## config.mk

```make
export PLATFORM = sky130hd
export DESIGN_NAME = sbg_top
export DESIGN_NICKNAME = d
export VERILOG_FILES = /design/src/rtl/sbg_pkg.sv /design/src/rtl/sbg_sample_if.sv /design/src/rtl/sbg_voter.sv /design/src/rtl/sbg_top.sv
export SDC_FILE = /design/constraint.sdc
export NUM_CORES = 1
export LEC_CHECK = 0
export ABC_CLOCK_PERIOD_IN_PS = 2700
export BUFFER_PORTS_ARGS = -buffer_cell sky130_fd_sc_hd__buf_2
export CORE_MARGIN = 2
export CORE_UTILIZATION = 43
export CTS_BUF_LIST = sky130_fd_sc_hd__clkbuf_8
export DETAILED_ROUTE_END_ITERATION = 8
export HOLD_SLACK_MARGIN = 0.02
export PLACE_DENSITY = 0.64
export SYNTH_ARGS = -nofsm -noshare
export SYNTH_HDL_FRONTEND = slang
export SYNTH_SLANG_ARGS = --single-unit
```

## constraint.sdc

```tcl
create_clock -name clock_in -period 2.7 [get_ports clock_in]
set_input_delay 0.27 -clock clock_in [delete_from_list [all_inputs] [get_ports clock_in]]
set_output_delay 0.27 -clock clock_in [all_outputs]
set_load 0.01 [all_outputs]
```

## src/rtl/sbg_pkg.sv

```systemverilog
// Purpose: Shared constants for the serial baud generator
// Assumes: 32-bit APB, one register per aligned word
// Notes: Offsets below are byte addresses
package sbg_pkg;
  // Register byte addresses
  localparam logic [7:0] ADDR_TX_CTRL = 8'h00;
  localparam logic [7:0] ADDR_RX_CTRL = 8'h04;
  localparam logic [7:0] ADDR_BAUD_CTRL = 8'h08;
  localparam logic [7:0] ADDR_DIV_HIGH = 8'h0c;
  localparam logic [7:0] ADDR_DIV_LOW = 8'h10;
  localparam logic [7:0] ADDR_STATUS = 8'h14;
  // Field positions
  localparam int SYNC_BIT = 4;
  localparam int HIGH_SPEED_BIT = 2;
  localparam int WIDE_DIV_BIT = 3;
  localparam int STAT_LEVEL_BIT = 8;
  // Reset values (transmit shift empty flag reads high, receive control reads all zero)
  localparam logic [7:0] TX_CTRL_RESET = 8'h02;
  localparam logic [7:0] RX_CTRL_RESET = 8'h00;
  localparam logic [7:0] BAUD_CTRL_RESET = 8'h40;
  localparam logic [7:0] DIV_RESET = 8'h00;
  // Last prescaler count for each divide factor (factor minus one)
  localparam logic [5:0] LAST_DIV64 = 6'h3f;
  localparam logic [5:0] LAST_DIV16 = 6'h0f;
  localparam logic [5:0] LAST_DIV4 = 6'h03;
  // Number of majority samples per bit
  localparam int VOTE_SAMPLES = 3;
endpackage

```

## src/rtl/sbg_sample_if.sv

```systemverilog
// Purpose: Carries sample strobes and voted level between generator and voter
// Assumes: Single clock domain
// Notes: rx_sync is already synchronised
`timescale 1ns/1ps
interface sbg_sample_if;
  logic strobe;
  logic vote;
  logic rx_sync;
  logic level;
  modport gen (output strobe, output vote, output rx_sync, input level);
  modport voter (input strobe, input vote, input rx_sync, output level);
endinterface

```

## src/rtl/sbg_voter.sv

```systemverilog
// Purpose: Three-sample majority detector for the receive pin
// Assumes: Strobes come three times per bit, vote on the third
// Notes: Level idles high after reset
`timescale 1ns/1ps
module sbg_voter (
  input wire logic clock_in,
  input wire logic reset_in,
  sbg_sample_if.voter smp
);
  logic [1:0] samples;
  logic majority;

  // Two earlier samples plus the current one
  assign majority = (samples[1] & samples[0]) | (samples[1] & smp.rx_sync) |
                    (samples[0] & smp.rx_sync);

  // Sample history and voted level
  always_ff @(posedge clock_in) begin
    if (reset_in) begin
      samples <= 2'h3;
      smp.level <= 1'b1;
    end else begin
      if (smp.strobe) begin
        samples <= {samples[0], smp.rx_sync};
      end
      if (smp.vote) begin
        smp.level <= majority;
      end
    end
  end
endmodule

```

## src/rtl/sbg_top.sv

```systemverilog
// Purpose: Baud rate generator with APB registers and receive majority sampling
// Assumes: clock_in is the device clock; APB master keeps protocol
// Notes: pready is always high; unmapped addresses answer pslverr
//
// Chosen here: the placing of the registers and the APB interface to the registers.
`timescale 1ns/1ps
module sbg_top #(
  parameter int DIV_W = 16
) (
  input wire logic clock_in,
  input wire logic reset_in,
  input wire logic psel_in,
  input wire logic penable_in,
  input wire logic pwrite_in,
  input wire logic [7:0] paddr_in,
  input wire logic [31:0] pwdata_in,
  output logic [31:0] prdata_out,
  output logic pready_out,
  output logic pslverr_out,
  input wire logic rx_in,
  output logic baud_tick_out,
  output logic rx_level_out
);
  logic [7:0] transmit_control_status;
  logic [7:0] receive_control_status;
  logic [7:0] baud_control;
  logic [7:0] baud_divisor_high;
  logic [7:0] baud_divisor_low;
  logic [DIV_W-1:0] count;
  logic [5:0] prescale;
  logic rx_meta;
  logic rx_sync;
  logic baud_tick;
  sbg_sample_if smp ();

  // Divide factor choice, returned as factor minus one
  function automatic logic [5:0] factor_last(input logic sync, input logic wide,
                                             input logic fast);
    if (sync) begin
      factor_last = sbg_pkg::LAST_DIV4;
    end else if (wide && fast) begin
      factor_last = sbg_pkg::LAST_DIV4;
    end else if (wide || fast) begin
      factor_last = sbg_pkg::LAST_DIV16;
    end else begin
      factor_last = sbg_pkg::LAST_DIV64;
    end
  endfunction

  // Mode bits and divisor value
  wire sync_mode = transmit_control_status[sbg_pkg::SYNC_BIT];
  wire high_speed_select = transmit_control_status[sbg_pkg::HIGH_SPEED_BIT];
  wire wide_divisor_select = baud_control[sbg_pkg::WIDE_DIV_BIT];
  wire [DIV_W-1:0] div_n = wide_divisor_select ?
    DIV_W'({baud_divisor_high, baud_divisor_low}) : DIV_W'(baud_divisor_low);
  wire [5:0] last = factor_last(sync_mode, wide_divisor_select, high_speed_select);
  wire [5:0] mid = (last >> 1) + 6'h01;

  // Bus decode
  wire setup = psel_in && !penable_in;
  wire wr = psel_in && penable_in && pwrite_in;
  wire wr_tx = wr && paddr_in == sbg_pkg::ADDR_TX_CTRL;
  wire wr_rx = wr && paddr_in == sbg_pkg::ADDR_RX_CTRL;
  wire wr_bc = wr && paddr_in == sbg_pkg::ADDR_BAUD_CTRL;
  wire wr_hi = wr && paddr_in == sbg_pkg::ADDR_DIV_HIGH;
  wire wr_lo = wr && paddr_in == sbg_pkg::ADDR_DIV_LOW;
  wire wr_div = wr_hi || wr_lo;
  wire mapped = paddr_in == sbg_pkg::ADDR_TX_CTRL || paddr_in == sbg_pkg::ADDR_RX_CTRL ||
                paddr_in == sbg_pkg::ADDR_BAUD_CTRL || paddr_in == sbg_pkg::ADDR_DIV_HIGH ||
                paddr_in == sbg_pkg::ADDR_DIV_LOW || paddr_in == sbg_pkg::ADDR_STATUS;
  assign pready_out = 1'b1;
  assign pslverr_out = psel_in && penable_in && !mapped;

  // Read mux
  logic [31:0] next_prdata;
  always_comb begin
    next_prdata = 32'h0000_0000;
    unique case (paddr_in)
      sbg_pkg::ADDR_TX_CTRL: next_prdata = {24'h00_0000, transmit_control_status};
      sbg_pkg::ADDR_RX_CTRL: next_prdata = {24'h00_0000, receive_control_status};
      sbg_pkg::ADDR_BAUD_CTRL: next_prdata = {24'h00_0000, baud_control};
      sbg_pkg::ADDR_DIV_HIGH: next_prdata = {24'h00_0000, baud_divisor_high};
      sbg_pkg::ADDR_DIV_LOW: next_prdata = {24'h00_0000, baud_divisor_low};
      sbg_pkg::ADDR_STATUS: next_prdata = {23'h0, smp.level, 2'h0, prescale};
      default: next_prdata = 32'h0000_0000;
    endcase
  end

  // Read data captured in the setup cycle
  always_ff @(posedge clock_in) begin
    if (reset_in) begin
      prdata_out <= 32'h0000_0000;
    end else if (setup) begin
      prdata_out <= next_prdata;
    end
  end

  // Register file writes
  always_ff @(posedge clock_in) begin
    if (reset_in) begin
      transmit_control_status <= sbg_pkg::TX_CTRL_RESET;
      receive_control_status <= sbg_pkg::RX_CTRL_RESET;
      baud_control <= sbg_pkg::BAUD_CTRL_RESET;
      baud_divisor_high <= sbg_pkg::DIV_RESET;
      baud_divisor_low <= sbg_pkg::DIV_RESET;
    end else begin
      if (wr_tx) transmit_control_status <= pwdata_in[7:0];
      if (wr_rx) receive_control_status <= pwdata_in[7:0];
      if (wr_bc) baud_control <= pwdata_in[7:0];
      if (wr_hi) baud_divisor_high <= pwdata_in[7:0];
      if (wr_lo) baud_divisor_low <= pwdata_in[7:0];
    end
  end

  // Base divider: one tick every n+1 device clocks
  assign baud_tick = (count == div_n) && (prescale == last) && !wr_div;
  wire base_tick = (count == div_n);
  always_ff @(posedge clock_in) begin
    if (reset_in || wr_div) begin
      count <= '0;
      prescale <= 6'h00;
    end else if (base_tick) begin
      count <= '0;
      prescale <= (prescale >= last) ? 6'h00 : prescale + 6'h01;
    end else begin
      count <= count + DIV_W'(1);
    end
  end

  // Receive pin synchroniser
  always_ff @(posedge clock_in) begin
    if (reset_in) begin
      rx_meta <= 1'b1;
      rx_sync <= 1'b1;
    end else begin
      rx_meta <= rx_in;
      rx_sync <= rx_meta;
    end
  end

  // Three strobes around mid-bit, vote on the last
  assign smp.rx_sync = rx_sync;
  assign smp.strobe = base_tick && !wr_div && (prescale == mid - 6'h01 || prescale == mid ||
                      prescale == mid + 6'h01);
  assign smp.vote = base_tick && !wr_div && prescale == mid + 6'h01;

  sbg_voter u_voter (
    .clock_in(clock_in),
    .reset_in(reset_in),
    .smp(smp.voter)
  );

  // Outputs
  always_ff @(posedge clock_in) begin
    if (reset_in) begin
      baud_tick_out <= 1'b0;
    end else begin
      baud_tick_out <= baud_tick;
    end
  end
  assign rx_level_out = smp.level;
endmodule

```

### Yosys cells after proc, flatten, opt, wreduce, memory -nomap -nowiden

Index checks and enable logic that the tools add are counted.
Widths: inputs -> output; s select.

| cells by class | value |
|---|---|
| mux-type cells | 6 |
| bitwise operators | 5 |
| equal/unequal tests | 10 |
| reduce and logical (&&, ||, !) cells | 30 |
| $add $sub $neg | 5 |
| div/mod/pow operators | 0 |
| shifts and indexed selects | 0 |
| $lt $le $gt $ge | 1 |
| $mul | 0 |

Operator list:

| cell | count |
|---|---|
| $pmux 9 s6 | 1 |
| $eq 6x6->1 | 4 |
| $mux 6 | 4 |
| $add 16x1->16 const B | 1 |
| $eq 16x16->1 | 1 |
| $eq 8x4->1 const B | 2 |
| $eq 8x5->1 const B | 2 |
| $mux 16 | 1 |
| $logic_and 1x1->1 | 15 |
| $add 6x1->6 const B | 2 |
| $logic_or 1x1->1 | 10 |
| $eq 8x3->1 const B | 1 |
| $logic_not 8->1 | 1 |
| $add 5x1->6 const B | 1 |
| $ge 6x6->1 | 1 |
| $sub 6x1->6 const B | 1 |
| $and 1x1->1 | 3 |
| $logic_not 1->1 | 3 |
| $or 1x1->1 | 2 |
| $reduce_or 2->1 | 1 |

| storage, ports and cells | value |
|---|---|
| latch bits | 0 |
| register bits | 100 |
| output and inout bits | 36 |
| bits in writable memories | 0 |
| bits of input ports | 46 |
| ROM bits | 0 |
| memories kept | 0 |

### Logic depth before layout (Yosys ltp)

| logic depth | value |
|---|---|
| word-level depth | 10 |
| depth in mapped cells | 10 |
| mapped depth without buffers | 9 |

### Modules after synthesis

A second synthesis with hierarchy kept.

| unflattened totals | value |
|---|---|
| cell total of the unflattened synthesis | 456 |
| area, all modules | 4046.4 um^2 |

By module, submodules not included:

| module | seq. area each (um^2) | area an instance (um^2) | times used | cells each |
|---|---|---|---|---|
| sbg_top | 1481.4 | 3928.8 | 1 | 446 |
| sbg_voter | 60.1 | 117.6 | 1 | 10 |

### Worst setup path after synthesis

OpenSTA, ideal clock, no wires.

| timing | value |
|---|---|
| kind | register to register |
| from | register baud_control[3] |
| to | register prescale[1] |
| clock period less this slack | 2335 ps |
| arrival time | 2265 ps |
| data required time | 2630 ps |
| setup time | 70 ps |
| cell stages (with the launch flop) | 11 |
| slack | 365 ps |
| cell sequence | dfxtp_1 > buf_2 > a21oi_2 > inv_1 > ha_1 > a21o_1 > a21o_1 > a211oi_1 > nand2_1 > or2_1 > a21oi_1 |

| between the ends | value |
|---|---|
| cells in the longest elaborated chain, start to end | 6 |
| elaborated cells on any way between the ends | 9 |
| those cells by class | 1 x order compare; 1 x eq/ne; 5 x mux; 2 x reduce/logical |

Ends and longest elaborated chain:

| what | line | RTL |
|---|---|---|
| from (decl) | sbg_top.sv:26 | `logic [7:0] baud_control;` |
| from (signal assigned) | sbg_top.sv:103 | `baud_control <= sbg_pkg::BAUD_CTRL_RESET;` |
| from (signal assigned) | sbg_top.sv:109 | `if (wr_bc) baud_control <= pwdata_in[7:0];` |
| $logic_or 1x1->1 | sbg_top.sv:43 | `end else if (wide \|\| fast) begin` |
| $mux 6 | sbg_top.sv:43 |  |
| $mux 6 | sbg_top.sv:41 | `end else if (wide && fast) begin` |
| $mux 6 | sbg_top.sv:39 | `if (sync) begin` |
| $ge 6x6->1 | sbg_top.sv:124 | `prescale <= (prescale >= last) ? 6'h00 : prescale + 6'h01;` |
| $mux 6 | sbg_top.sv:124 |  |
| to (signal assigned) | sbg_top.sv:124 |  |
| to (decl) | sbg_top.sv:30 | `logic [5:0] prescale;` |

Parallel ways exist; a longest one is shown, timed or not.
A chain may end at the register's enable or synchronous reset.

### Worst setup path after layout

Ends and elaborated chain as after synthesis.

==> flow_summary_export.csv <==
group,metric,value,unit
setup_path,r2r_end,"prescale[1]",
yosys,synth_edf_count,0,
placed_design,placed_area,4240,sq um
timing,finalCritPeriodShare,86.0,%
setup_path,cp_slowest_cell,"dfxtp_1",
clocking,cts-root-buf,"clkbuf_8",
status,status,"completed",
route,met2WireLength,4.43,mm
floorplanning,start_util,44.3,%
timing,timing.max_slew.rel_slack,62.1,%
yosys,synth_cell_types,50,
yosys,syn_area_per_cell,8.36,sq um
final_layout,final_util,48.1,%
placed_design,io_buffer_count,33,
route,ant_nets,0,
clocking,cts_buffer_depth,2,
worst_hold_path,hp-class,"input pin to flip-flop",
route,drt_iter0_markers,168,
placed_design,gp_congestion,0.818,
clocking,postCtsSetupBuffers,0,
global_routing,grt_overflow,0,
global_routing,antenna_found_initial,0,
clocking,tritoncts,"built",
timing,post-route-min-period,2320,ps
route,via_per_inst,5.22,
floorplanning,pin_count,82,
final_layout,final_area,4440,sq um
route,drcViolationCount,0,
power_and_ir_drop,leakagePower,1.67,nW
yosys,ys_async_sr_fraction,0,%
yosys,ys_seq_area_share,37.6,%
yosys,ys.flop_type,"dfxtp_1",
final_layout,seq_area,1540,sq um
final_layout,multi_input_area,2310,sq um
clocking,hold_buffers,0,
final_layout,fin_nets,568,
global_routing,track_usage,19.1,%
final_layout,fill_cells,898,
setup_path,cp-startpoint,"baud_control[3]",
setup_path,reg2regPathDepth,10,
route,dr.pass1.iters,4,
yosys,synthesis.area,4100,sq um
clocking,h-tree-depth,3,
clocking,ctsResizeCount,0,
route,met1_length,4.44,mm
timing,rsz0062_at_grt,"no",
setup_path,reg2reg_slack,380,ps
setup_path,cp.required,2970,ps
setup_path,crit_top_cell,"a21o_1",
route,routed.top_layer,"met4",
setup_path,crit_arrival,2600,ps
flow_run,drv_cap,0,
global_routing,grt_pass1_vias,3138,
route,wirelength,9.36,mm
global_routing,grt_max_degree,57,
timing,slew_violations,0,
route,wl_met3,361,um
setup_path,cp_cell_sequence,"a21oi_2 -> inv_1 -> ha_1 -> a21o_1 -> a21o_1 -> a211oi_1 -> buf_4 -> nand2_1 -> or2_1 -> a21oi_1",
setup_path,path_delay_family,"compound AO/OA/AOI/OAI gates",
global_routing,grt_pass1_wl,15.6,mm
power_and_ir_drop,power_per_cell_area,488,nW/um^2
final_layout,final_common_cell,"nand2_1",
power_and_ir_drop,peakVddDrop,0.000275,V
floorplanning,die_w,102,um
setup_path,worstSetupPathType,"flip-flop to flip-flop",
setup_path,end_kind,"flip-flop",
yosys,synth.ff_latch_count,77,
clocking,clk_pin_slew,90,ps
final_layout,layout-drive-gt1-share,16.1,%
setup_path,path_depth,10,
placed_design,dp_hpwl,6.74,mm
placed_design,pre_cts_ws,410,ps
timing,setup-tns-final,0,ps
final_layout,diodes,0,
timing,tightest_slew,568,ps
timing,setup_viol,0,
clocking,clkLatencyLatePin,350,ps
setup_path,crit_path_end,"prescale[1]",
clocking,cts.sinks,77,
yosys,yosysWarnings,0,
route,vias,3370,
clocking,cts_buffers,9,
timing,finClkSkew,13.5,ps
setup_path,crit_buf_inv,2,
timing,max_freq,430,MHz
floorplanning,core_region_area,9240,sq um
setup_path,critPathMaxFanout,6,
setup_path,slowest_delay,350,ps
timing,hold_viol_final,0,
setup_path,r2r-start,"baud_control[3]",
timing,fin_ws,377,ps
final_layout,synthToLayoutAreaGrowth,8.52,%
yosys,synthCells,490,
route,avgRoutedWirePerCell,14.5,um
final_layout,final_cell_mix,"82 x nand2_1, 77 x dfxtp_1, 55 x nor2_1",
floorplanning,die_area,10300,sq um
setup_path,setup.worst_path.start_class,"flip-flop",
floorplanning,num_rows,35,
floorplanning,die_h,102,um
==> flip-flops by register name, indices dropped and copies added, names as in the netlist <==
signal                   count
rx_meta                      1
baud_divisor_high            8
receive_control_status       8
baud_control                 8
count                       16
rx_sync                      1
u_voter.samples              2
baud_divisor_low             8
prdata_out                   9
baud_tick_out                1
u_voter.smp.level            1
prescale                     6
transmit_control_status      8
==> per-layer routing <==
metal  GRT usage (%)  up-vias
met4            6.44        0
met5               0        -
met2            30.3       85
met1            26.4     1599
met3            2.97       11
li1                -     1675
==> power breakdown <==
part | leakage [nW] | switching, W | total, W | internal (W)
Clock | 0.105 | 0.000460 | 0.000901 | 0.000440
Sequential | 0.621 | 0.00000908 | 0.00115 | 0.00114
Combinational | 0.939 | 0.0000839 | 0.000121 | 0.0000372
==> final cells by class <==
cell class              instances  share of cell area, %
well taps                     129                   3.63
flip-flops and latches         77                   34.7
clock inverters                 7                   1.77
inverters                       8                  0.676
clock buffers                   9                   2.79
repair buffers                 37                   4.39
multi-input cells             379                   52.1
==> cells in the mapped netlist, types with 2 or more instances <==
master / n / area share (%)
a22o_1: 2 / 0.43
o21ai_0: 7 / 0.86
or2_1: 2 / 0.31
mux4_2: 5 / 2.7
dfxtp_1: 77 / 38
or3_1: 4 / 0.61
a21o_1: 2 / 0.37
nand3_1: 15 / 1.8
a21oi_1: 35 / 4.3
and3_1: 3 / 0.46
and4bb_2: 3 / 0.92
nor3_1: 4 / 0.49
inv_1: 8 / 0.73
buf_4: 25 / 4.6
mux2_2: 6 / 1.6
and2_1: 3 / 0.46
nand2b_1: 3 / 0.46
buf_2: 9 / 1.1
xnor2_1: 27 / 5.8
xor2_1: 5 / 1.1
or2_2: 4 / 0.61
clkbuf_1: 13 / 1.2
nor4_1: 3 / 0.46
nand4_1: 8 / 1.2
nor2b_1: 3 / 0.46
a31o_2: 2 / 0.43
nand3b_1: 4 / 0.73
conb_1: 2 / 0.18
a211oi_1: 3 / 0.55
nand2_1: 82 / 7.5
nor2_2: 2 / 0.31
ha_1: 10 / 3.1
a22oi_1: 16 / 2.9
mux2i_1: 15 / 3.7
nor2_1: 55 / 5.0
o22ai_1: 9 / 1.4
==> through the flow <==
stage          std cells  hold slack [ps]  power, W
2_1_floorplan        512              374   0.00128
3_3_place_gp         630              394   0.00129
3_5_place_dp         630              394   0.00130
4_1_cts              646             98.0   0.00219
5_1_grt              646              102   0.00226
6_report             646              112   0.00217
==> logic make-up after synthesis <==
kind of cell | count (synthesis) | synth area share [%]
muxes | 26 | 8.07
and+or+nand+nor | 206 | 24.0
other | 2 | 0.183
xor gates and xnor gates | 32 | 6.84
AOI/OAI and AO/OA | 80 | 12.0
adders and majority gates | 11 | 3.30
buffers and inverters | 56 | 7.88
DFF | 77 | 37.6
==> worst min path at each step <==
stage               startpoint       to  cells past startpoint
finish                   rx_in  rx_meta                      2
global route             rx_in  rx_meta                      2
CTS                      rx_in  rx_meta                      2
detailed placement     rx_meta  rx_sync                      1
global placement       rx_meta  rx_sync                      1
floorplan                rx_in  rx_meta                      1
(Power assumes the default switching activity.)
